===== src/design/frs_pkg.sv =====
// Purpose: Constants and types for the loop range and mode select block
// Assumes: AXI4-Lite register access, 32-bit data, 8-bit byte addresses
// Notes:   Mode codes are one-hot
`default_nettype none
package frs_pkg;
    // ==========================================================
    // Register map
    localparam logic [7:0] OFS_RANGE_CTRL = 8'h00;
    localparam logic [7:0] OFS_TEST       = 8'h04;
    localparam logic [7:0] OFS_MODE_CTRL  = 8'h08;
    localparam logic [7:0] OFS_STATUS     = 8'h0c;
    // ==========================================================
    // Field positions and reset values
    localparam int RC_MAXTUNE   = 5;
    localparam int MC_IREF      = 0;
    localparam int MC_OCS_LSB   = 1;
    localparam int MC_LOOP      = 3;
    localparam int MC_LOWPWR    = 4;
    localparam int MC_REFERENCE_DIVIDER_LSB  = 5;
    localparam int MC_FRANGE    = 8;
    localparam int MC_REF_ENABLE_A     = 9;
    localparam int ST_MODE_LSB  = 16;
    localparam logic [7:0] RC_RESET   = 8'h00;
    localparam logic [7:0] TEST_RESET = 8'h00;
    localparam logic [9:0] MC_RESET   = 10'h001;
    localparam logic [1:0] RESP_OKAY   = 2'h0;
    localparam logic [1:0] RESP_SLVERR = 2'h2;
    // ==========================================================
    // Loop multiplication factors
    localparam logic [10:0] MULT_LO    = 11'h200;
    localparam logic [10:0] MULT_MID   = 11'h400;
    localparam logic [10:0] MULT_HI    = 11'h600;
    localparam logic [10:0] MULT_LO_X  = 11'h260;
    localparam logic [10:0] MULT_MID_X = 11'h4c0;
    localparam logic [10:0] MULT_HI_X  = 11'h720;
    // ==========================================================
    // Types
    typedef enum logic [5:0] {
        ENG_INT = 6'h01,
        ENG_EXT = 6'h02,
        BYP_INT = 6'h04,
        BYP_EXT = 6'h08,
        PLL_SEL = 6'h10,
        LOWPWR  = 6'h20
    } frs_mode_e;
    typedef enum logic [1:0] {
        SRC_FLL    = 2'h0,
        SRC_INTREF = 2'h1,
        SRC_EXTREF = 2'h2,
        SRC_PLL    = 2'h3
    } frs_src_e;
    typedef struct packed {
        logic        awvalid;
        logic [7:0]  awaddr;
        logic        wvalid;
        logic [31:0] wdata;
        logic [3:0]  wstrb;
        logic        bready;
        logic        arvalid;
        logic [7:0]  araddr;
        logic        rready;
    } frs_axi_req_s;
    typedef struct packed {
        logic        awready;
        logic        wready;
        logic        bvalid;
        logic [1:0]  bresp;
        logic        arready;
        logic        rvalid;
        logic [31:0] rdata;
        logic [1:0]  rresp;
    } frs_axi_rsp_s;
    typedef struct packed {
        frs_src_e    mainSrc;
        logic        fllEnable;
        logic        pllEnable;
        logic        debugClkFromFll;
        logic        fllRefExt;
        logic [2:0]  refDivider;
        logic        refDiv32;
        logic [10:0] fllMult;
        frs_mode_e   mode;
    } frs_clk_ctl_s;
endpackage : frs_pkg
`default_nettype wire


===== src/design/frs_fll_range_mode.sv =====
// Purpose: Loop range select, range status and loop mode control
// Assumes: Single clock; oscillator range copy crosses a sync chain
// Notes on behaviour
// - Max-tune bit narrows range for 32.768 kHz
// - Range status shows running oscillator range
// - Status updates only after synchronisation, not immediately
// - Status reads zero in PLL or low-power modes
// - Range select: low, mid, high, reserved
// - Range writes ignored while low-power or loop-select
// - Untuned factors 512, 1024, 1536
// - Tuned factors 608, 1216, 1824
// - Only permitted mode transitions are taken
// - Engaged internal: output from loop, internal reference
// - Engaged external: output from loop, external reference
// - Bypassed internal: output follows internal reference
// - Bypassed external: output follows external reference
// - Loop modes: debug clock from loop, PLL off
// - External reference divide set by divider fields
// - Divide-by-32 only with range bit; locked by loop-select
// - Loop-select picks PLL or loop, disables other
//
// Implementation choices: the register offsets and the AXI4-Lite slave port.
`default_nettype none
module frs_fll_range_mode #(
    parameter int SYNC_STAGES = 2
) (
    input  wire logic                 clk,
    input  wire logic                 sys_rst,
    input  wire logic                 debugMode,
    input  wire frs_pkg::frs_axi_req_s axiReq,
    output var  frs_pkg::frs_axi_rsp_s axiRsp,
    output var  frs_pkg::frs_clk_ctl_s clkCtl
);
    import frs_pkg::*;

    if (SYNC_STAGES < 2) begin : g_stagesCheck
        $error("SYNC_STAGES must be at least 2");
    end

    // ==========================================================
    // Functions
    function automatic logic [10:0] multOf(input logic [1:0] sel,
                                           input logic tune);
        unique case (sel)
            2'h0:    multOf = tune ? MULT_LO_X  : MULT_LO;
            2'h1:    multOf = tune ? MULT_MID_X : MULT_MID;
            default: multOf = tune ? MULT_HI_X  : MULT_HI;
        endcase
    endfunction : multOf

    function automatic logic permitted(input frs_mode_e a,
                                       input frs_mode_e b);
        unique case (a)
            ENG_INT: permitted = b inside {ENG_EXT, BYP_INT};
            ENG_EXT: permitted = b inside {ENG_INT, BYP_EXT};
            BYP_INT: permitted = b inside {ENG_INT, BYP_EXT, LOWPWR};
            BYP_EXT: permitted = b inside {ENG_EXT, BYP_INT, LOWPWR,
                                           PLL_SEL};
            PLL_SEL: permitted = b inside {BYP_EXT, LOWPWR};
            LOWPWR:  permitted = b inside {BYP_INT, BYP_EXT, PLL_SEL};
            default: permitted = 1'b0;
        endcase
    endfunction : permitted

    // ==========================================================
    // Registers
    logic [1:0]  rangeSel;
    logic        maxTune;
    logic [4:0]  testBits;
    logic [7:0]  testReg;
    logic        internalRefSel;
    logic [1:0]  outClkSel;
    logic        loopSel;
    logic        lowPwrBypass;
    logic [2:0]  refDivider;
    logic        freqRange;
    logic        div32En;
    frs_mode_e   mode;
    frs_mode_e   reqMode;
    logic [1:0]  oscRange;
    logic [1:0]  rangeSync [SYNC_STAGES];
    logic [1:0]  rangeStatus;

    // ==========================================================
    // AXI4-Lite slave
    logic        awready, wready, bvalid, arready, rvalid;
    logic        awHeld, wHeld;
    logic [7:0]  awAddr;
    logic [31:0] wData;
    logic [3:0]  wStrb;
    logic [1:0]  bresp, rresp;
    logic [31:0] rdata;
    logic        takeAw, takeW, takeAr, doWrite;
    logic        next_awHeld, next_wHeld, next_bvalid;
    logic        wrCtrl, wrTest, wrMode, wrMapped;
    logic [31:0] rdMux;
    logic        rdMapped;

    assign takeAw      = axiReq.awvalid & awready;
    assign takeW       = axiReq.wvalid & wready;
    assign takeAr      = axiReq.arvalid & arready;
    assign doWrite     = awHeld & wHeld & ~bvalid;
    assign next_awHeld = (awHeld | takeAw) & ~doWrite;
    assign next_wHeld  = (wHeld | takeW) & ~doWrite;
    assign next_bvalid = doWrite | (bvalid & ~axiReq.bready);
    assign wrCtrl = doWrite & (awAddr[7:2] == OFS_RANGE_CTRL[7:2])
                    & wStrb[0];
    assign wrTest = doWrite & (awAddr[7:2] == OFS_TEST[7:2]) & wStrb[0];
    assign wrMode = doWrite & (awAddr[7:2] == OFS_MODE_CTRL[7:2]);
    assign wrMapped = awAddr[7:2] inside {OFS_RANGE_CTRL[7:2],
        OFS_TEST[7:2], OFS_MODE_CTRL[7:2], OFS_STATUS[7:2]};

    always_ff @(posedge clk or posedge sys_rst) begin
        if (sys_rst) begin
            awHeld  <= 1'b0;
            wHeld   <= 1'b0;
            awready <= 1'b1;
            wready  <= 1'b1;
            bvalid  <= 1'b0;
            bresp   <= RESP_OKAY;
        end else begin
            awHeld  <= next_awHeld;
            wHeld   <= next_wHeld;
            awready <= ~next_awHeld & ~next_bvalid;
            wready  <= ~next_wHeld & ~next_bvalid;
            bvalid  <= next_bvalid;
            if (doWrite) begin
                bresp <= wrMapped ? RESP_OKAY : RESP_SLVERR;
            end
        end
    end

    always_ff @(posedge clk or posedge sys_rst) begin
        if (sys_rst) begin
            awAddr <= 8'h00;
            wData  <= 32'h0000_0000;
            wStrb  <= 4'h0;
        end else begin
            if (takeAw) begin
                awAddr <= axiReq.awaddr;
            end
            if (takeW) begin
                wData <= axiReq.wdata;
                wStrb <= axiReq.wstrb;
            end
        end
    end

    always_comb begin
        rdMux    = 32'h0000_0000;
        rdMapped = 1'b1;
        unique case (axiReq.araddr[7:2])
            OFS_RANGE_CTRL[7:2]: rdMux[7:0] = {testBits[4:3], maxTune,
                                  testBits[2:0], rangeStatus};
            OFS_TEST[7:2]:       rdMux[7:0] = testReg;
            OFS_MODE_CTRL[7:2]:  rdMux[9:0] = {div32En, freqRange,
                                  refDivider, lowPwrBypass, loopSel,
                                  outClkSel, internalRefSel};
            OFS_STATUS[7:2]:     rdMux = {10'h000, mode, 5'h00,
                                  clkCtl.fllMult};
            default:             rdMapped = 1'b0;
        endcase
    end

    always_ff @(posedge clk or posedge sys_rst) begin
        if (sys_rst) begin
            arready <= 1'b1;
            rvalid  <= 1'b0;
            rdata   <= 32'h0000_0000;
            rresp   <= RESP_OKAY;
        end else if (takeAr) begin
            arready <= 1'b0;
            rvalid  <= 1'b1;
            rdata   <= rdMux;
            rresp   <= rdMapped ? RESP_OKAY : RESP_SLVERR;
        end else if (rvalid & axiReq.rready) begin
            arready <= 1'b1;
            rvalid  <= 1'b0;
        end
    end

    assign axiRsp = '{awready: awready, wready: wready, bvalid: bvalid,
                      bresp: bresp, arready: arready, rvalid: rvalid,
                      rdata: rdata, rresp: rresp};

    // ==========================================================
    // Control registers
    always_ff @(posedge clk or posedge sys_rst) begin
        if (sys_rst) begin
            rangeSel <= RC_RESET[1:0];
            maxTune  <= RC_RESET[RC_MAXTUNE];
            testBits <= {RC_RESET[7:6], RC_RESET[4:2]};
            testReg  <= TEST_RESET;
        end else begin
            if (wrCtrl) begin
                maxTune  <= wData[RC_MAXTUNE];
                testBits <= {wData[7:6], wData[4:2]};
                if (!(lowPwrBypass | loopSel)) begin
                    rangeSel <= wData[1:0];
                end
            end
            if (wrTest) begin
                testReg <= wData[7:0];
            end
        end
    end

    always_ff @(posedge clk or posedge sys_rst) begin
        if (sys_rst) begin
            {div32En, freqRange, refDivider, lowPwrBypass, loopSel,
             outClkSel, internalRefSel} <= MC_RESET;
        end else if (wrMode) begin
            if (wStrb[0]) begin
                internalRefSel <= wData[MC_IREF];
                outClkSel      <= wData[MC_OCS_LSB +: 2];
                loopSel        <= wData[MC_LOOP];
                lowPwrBypass   <= wData[MC_LOWPWR];
                refDivider     <= wData[MC_REFERENCE_DIVIDER_LSB +: 3];
            end
            if (wStrb[1]) begin
                freqRange <= wData[MC_FRANGE];
                if (!loopSel) begin
                    div32En <= wData[MC_REF_ENABLE_A];
                end
            end
        end
    end

    // ==========================================================
    // Mode sequencing
    always_comb begin
        reqMode = mode;
        if (outClkSel != 2'h0 && lowPwrBypass && !debugMode) begin
            reqMode = LOWPWR;
        end else if (loopSel) begin
            reqMode = PLL_SEL;
        end else if (outClkSel == 2'h0) begin
            reqMode = internalRefSel ? ENG_INT : ENG_EXT;
        end else if (outClkSel == 2'h1 && internalRefSel) begin
            reqMode = BYP_INT;
        end else if (outClkSel == 2'h2 && !internalRefSel) begin
            reqMode = BYP_EXT;
        end
    end

    // Illegal requests simply hold the present mode
    always_ff @(posedge clk or posedge sys_rst) begin
        if (sys_rst) begin
            mode <= ENG_INT;
        end else if (permitted(mode, reqMode)) begin
            mode <= reqMode;
        end
    end

    // ==========================================================
    // Oscillator range and status synchroniser
    always_ff @(posedge clk or posedge sys_rst) begin
        if (sys_rst) begin
            oscRange <= RC_RESET[1:0];
            for (int i = 0; i < SYNC_STAGES; i++) begin
                rangeSync[i] <= 2'h0;
            end
        end else begin
            oscRange     <= rangeSel;
            rangeSync[0] <= oscRange;
            for (int i = 1; i < SYNC_STAGES; i++) begin
                rangeSync[i] <= rangeSync[i-1];
            end
        end
    end

    // Status is meaningless with the loop stopped
    assign rangeStatus = (mode inside {PLL_SEL, LOWPWR}) ? 2'h0
                         : rangeSync[SYNC_STAGES-1];

    // ==========================================================
    // Clock steering outputs
    logic fllMode;
    assign fllMode = mode inside {ENG_INT, ENG_EXT, BYP_INT, BYP_EXT};

    always_ff @(posedge clk or posedge sys_rst) begin
        if (sys_rst) begin
            clkCtl <= '{mainSrc: SRC_FLL, fllEnable: 1'b1,
                        pllEnable: 1'b0, debugClkFromFll: 1'b1,
                        fllRefExt: 1'b0, refDivider: 3'h0,
                        refDiv32: 1'b0, fllMult: MULT_LO, mode: ENG_INT};
        end else begin
            unique case (mode)
                ENG_INT, ENG_EXT: clkCtl.mainSrc <= SRC_FLL;
                BYP_INT:          clkCtl.mainSrc <= SRC_INTREF;
                BYP_EXT:          clkCtl.mainSrc <= SRC_EXTREF;
                PLL_SEL:          clkCtl.mainSrc <=
                    (outClkSel == 2'h0) ? SRC_PLL : SRC_EXTREF;
                default:          clkCtl.mainSrc <=
                    internalRefSel ? SRC_INTREF : SRC_EXTREF;
            endcase
            clkCtl.fllEnable       <= ~loopSel & fllMode;
            clkCtl.pllEnable       <= loopSel & ~fllMode;
            clkCtl.debugClkFromFll <= fllMode;
            clkCtl.fllRefExt       <= fllMode
                ? (mode inside {ENG_EXT, BYP_EXT}) : ~internalRefSel;
            clkCtl.refDivider      <= refDivider;
            clkCtl.refDiv32        <= freqRange & div32En;
            clkCtl.fllMult         <= multOf(oscRange, maxTune);
            clkCtl.mode            <= mode;
        end
    end
endmodule : frs_fll_range_mode
`default_nettype wire


===== config.mk =====
export PLATFORM = sky130hd
export DESIGN_NAME = frs_fll_range_mode
export DESIGN_NICKNAME = d
export VERILOG_FILES = /design/src/design/frs_pkg.sv /design/src/design/frs_fll_range_mode.sv
export SDC_FILE = /design/constraint.sdc
export NUM_CORES = 1
export LEC_CHECK = 0
export ABC_AREA = 1
export BUFFER_PORTS_ARGS = -buffer_cell sky130_fd_sc_hd__buf_2
export CAP_MARGIN = 20
export CORE_UTILIZATION = 40
export DETAILED_ROUTE_END_ITERATION = 10
export GPL_ROUTABILITY_DRIVEN = 0
export MAX_ROUTING_LAYER = met4
export PLACE_DENSITY_LB_ADDON = 0.05
export SETUP_SLACK_MARGIN = 0.02
export SYNTH_ARGS = -nofsm -noshare
export SYNTH_HDL_FRONTEND = slang
export SYNTH_SLANG_ARGS = --single-unit

===== constraint.sdc =====
create_clock -name clk -period 3.8 [get_ports clk]
set_input_delay 0.38 -clock clk [delete_from_list [all_inputs] [get_ports clk]]
set_output_delay 0.38 -clock clk [all_outputs]
set_load 0.1 [all_outputs]

==> reports/metrics.csv <==
stage;metric;value;unit
status;status;finished, final reports clean;
timing;setup-violations-final;0;
die;die_w;109;um
clock_network;clk_latency;0.34;ns
routing;antenna_left;0;
worst_setup_path;critPathMaxFanout;16;
die;core-area;0.0110;mm2
layout;drive_above_1_share;21.4;%
die;chipHeight;109;um
synthesis;async_reset_ff_share;100;%
synthesis;netlist_area;0.00457;mm2
synthesis;avgSynthCellArea;8.87;um2
power_and_ir_drop;peakVddDrop;0.568;mV
synthesis;yosysTopAreaCellShare;52.0;%
routing;routed_wl;9.67;mm
synthesis;synth-xor-area-share;0;%
worst_setup_path;slowest_stage;or4_1;
power_and_ir_drop;power;4.87;mW
grt;grt_pass1_wl;16.2;mm
timing;maxSlewViolCount;0;
layout;final_core_util;48.9;%
synthesis;synth_top_family_by_area;simple AND/OR/NAND/NOR gates;
synthesis;ys_seq_elements;104;
power_and_ir_drop;power_density;908;mW/mm2
clock_network;cts.sinks;104;
worst_setup_path;crit_required;4.04;ns
worst_setup_path;cp_data_arrival_time;2.39;ns
synthesis;ys_top_cells_by_count;139 x nand2_1, 95 x dfrtp_1, 56 x inv_1;
clock_network;cts_root_buf;clkbuf_16;
die;start_util;41.6;%
synthesis;synth_area_leaders;dfrtp_1 52%, nand2_1 11%, o21ai_0 5.7%, dfstp_2 5.2%, inv_1 4.6%;
clock_network;cts_hold_buf;0;
placed_design;placed_area;0.00500;mm2
layout;fillerInstances;1084;
synthesis;synth_adder_area_share;0;%
synthesis;synth.distinct_cells;33;
worst_setup_path;critPathMaxStageDelay;0.58;ns
timing;clock.fmax;466;MHz
worst_setup_path;critPathCaptureType;flip-flop;
worst_setup_path;start_kind;flip-flop;
synthesis;synth-edff-count;0;
worst_hold_path;hold_path.class;primary input to asynchronous set/reset pin;
worst_setup_path;crit_family;simple AND/OR/NAND/NOR gates;
worst_setup_path;cp.buffers_inverters;0;
routing;route.vias.total;3509;
synthesis;synthCells;515;
synthesis;synthSimpleGateAreaFrac;21.3;%
timing;final-hold-violation-count;0;
synthesis;synth-compound-area-share;11.3;%
routing;drt-pass1-iter-count;4;
die;fp.dieArea;0.0119;mm2
synthesis;synth_top_cell_by_area;dfrtp_1;
timing;whs;0.0575;ns
clock_network;clk_pin_slew;0.07;ns
timing;timing.slew.headroom;30.8;%
clock_network;cts_resized;0;
power_and_ir_drop;p_leak;2.88;nW
worst_setup_path;reg2reg_slack;1.65;ns
placed_design;io_buffers;77;
clock_network;clock_tree.buffer_depth;2;
worst_setup_path;worstSetupPathType;flip-flop to flip-flop;
grt;gr-usage-all-layers;18.7;%
die;row_count;38;
grt;overflow;0;
synthesis;seq_area_frac_synth;57.2;%
worst_setup_path;ff2ff_path_depth;4;
timing;fin_setup_tns;0;ns
routing;via_per_inst;4.76;
synthesis;synth_most_common_cell;nand2_1;
worst_setup_path;worst_r2r_endpoint;testReg[7];
layout;syn_to_final_growth;17.5;%
synthesis;yosysWarnings;0;
timing;tightest_slew;1.04;ns
layout;n_antenna_cell;0;
synthesis;synthFlopType;dfrtp_1;
routing;drt_iter0_drc;161;
grt;grt_antenna_before_repair;0;
clock_network;cts_tree;done;
clock_network;cts_made_buffers;9;
worst_setup_path;reg2reg_from;awAddr[7];
die;pin_count;128;
timing;clock_skew;0.00572;ns
timing;min_period_over_period;56.5;%
grt;grt_pass1_vias;3320;
routing;drc;0;
clock_network;htreeDepth;3;
worst_setup_path;critical_path.cell_chain;or4_1 -> nor2_2 -> nand4_1 -> o21ai_0;
layout;nNetsFinal;652;
flow_run;max-cap-violations;0;
timing;period_minus_slack;2.15;ns
layout;design_area;0.00537;mm2
timing;rsz0062_at_grt;false;
clock_network;cts_setup_buffers;0;
grt;grt_max_degree;39;
placed_design;dpl.hpwl;7.01;mm
routing;wl_per_cell;13.1;um
synthesis;synth_mux_area_share;0;%
==> worst register-to-register path, delay by kind of cell, from the launching register on <==
kind / cells / cell delay, ns
flip-flops: 1 / 0.38
AND/OR/NAND/NOR: 3 / 1.29
AO/OA/AOI/OAI: 1 / 0.38
==> report_power, final <==
part | total [mW] | internal [mW] | switching (mW)
sequential | 1.73 | 1.49 | 0.237
clock | 1.11 | 0.711 | 0.403
combinational | 2.03 | 0.408 | 1.62
==> sequential cells by signal, summed over array words and instances (netlist names), 2 cells and up <==
register and flops:
oscRange 2, clkCtl 22, rangeSync 4, wData 10, testReg 8, rdata 17, rangeSel 2, refDivider 3
testBits 5, wStrb 2, mode 6, outClkSel 2, awAddr 6
==> kinds of logic after synthesis <==
kind of cell           after synthesis
and+or+nand+nor                    224
other                                1
AOI/OAI and AO/OA                   90
buffers and inverters               96
DFF                                104
==> layout make-up <==
class / instances / area [um2] / share of cell area (%)
clock buffer: 9 / 225 / 4.20
clock inverter: 7 / 141 / 2.63
inverter: 61 / 231 / 4.31
multi-input combinational: 336 / 1570 / 29.3
sequential: 104 / 2610 / 48.7
tap: 140 / 175 / 3.26
timing repair buffer: 80 / 408 / 7.60
==> how the worst max path moves through the flow <==
stage,from,endpoint,slack (ns),cells past startpoint
floorplan,sys_rst,awAddr[2],0.70,1
global placement,axiReq[8],rdata[0],1.62,8
detailed placement,axiReq[8],rdata[0],1.57,8
CTS,awAddr[7],testReg[2],1.64,4
global route,awAddr[7],testReg[7],1.42,4
finish,awAddr[7],testReg[7],1.65,4
==> per-layer routing <==
| layer | GRT usage (%) | up-vias | wire (um) |
|---|---|---|---|
| met4 | 7.05 | 0 | 149 |
| met2 | 27.0 | 104 | 4140 |
| met5 | - | - | 0 |
| met3 | 3.83 | 12 | 507 |
| met1 | 26.0 | 1630 | 4870 |
| li1 | - | 1763 | - |
==> layout by cell type, fill, tap and decap left out, drive strengths merged <==
cell and count:
dfrtp 95, nand2 144, dfstp 9, clkinvlp 1, a31oi 3, nor2 42
o21a 1, conb 22, inv 62, buf 80, a22oi 7, clkinv 1
o31ai 6, a21o 3, o21bai 1, a221oi 2, clkbuf 9, nor4 4
nor3 4, nand4 6, a21oi 13, or2 1, bufinv 4, nand3 22
o21ai 54, or4 1
==> metrics by stage <==
stage / worst slack (ns) / instances
after floorplan: 0.703 / 536
after global placement: 1.62 / 721
after detailed placement: 1.57 / 721
after CTS: 1.64 / 737
after global routing: 1.42 / 737
final: 1.65 / 737
Note: power is estimated with default switching activity, not from simulation.
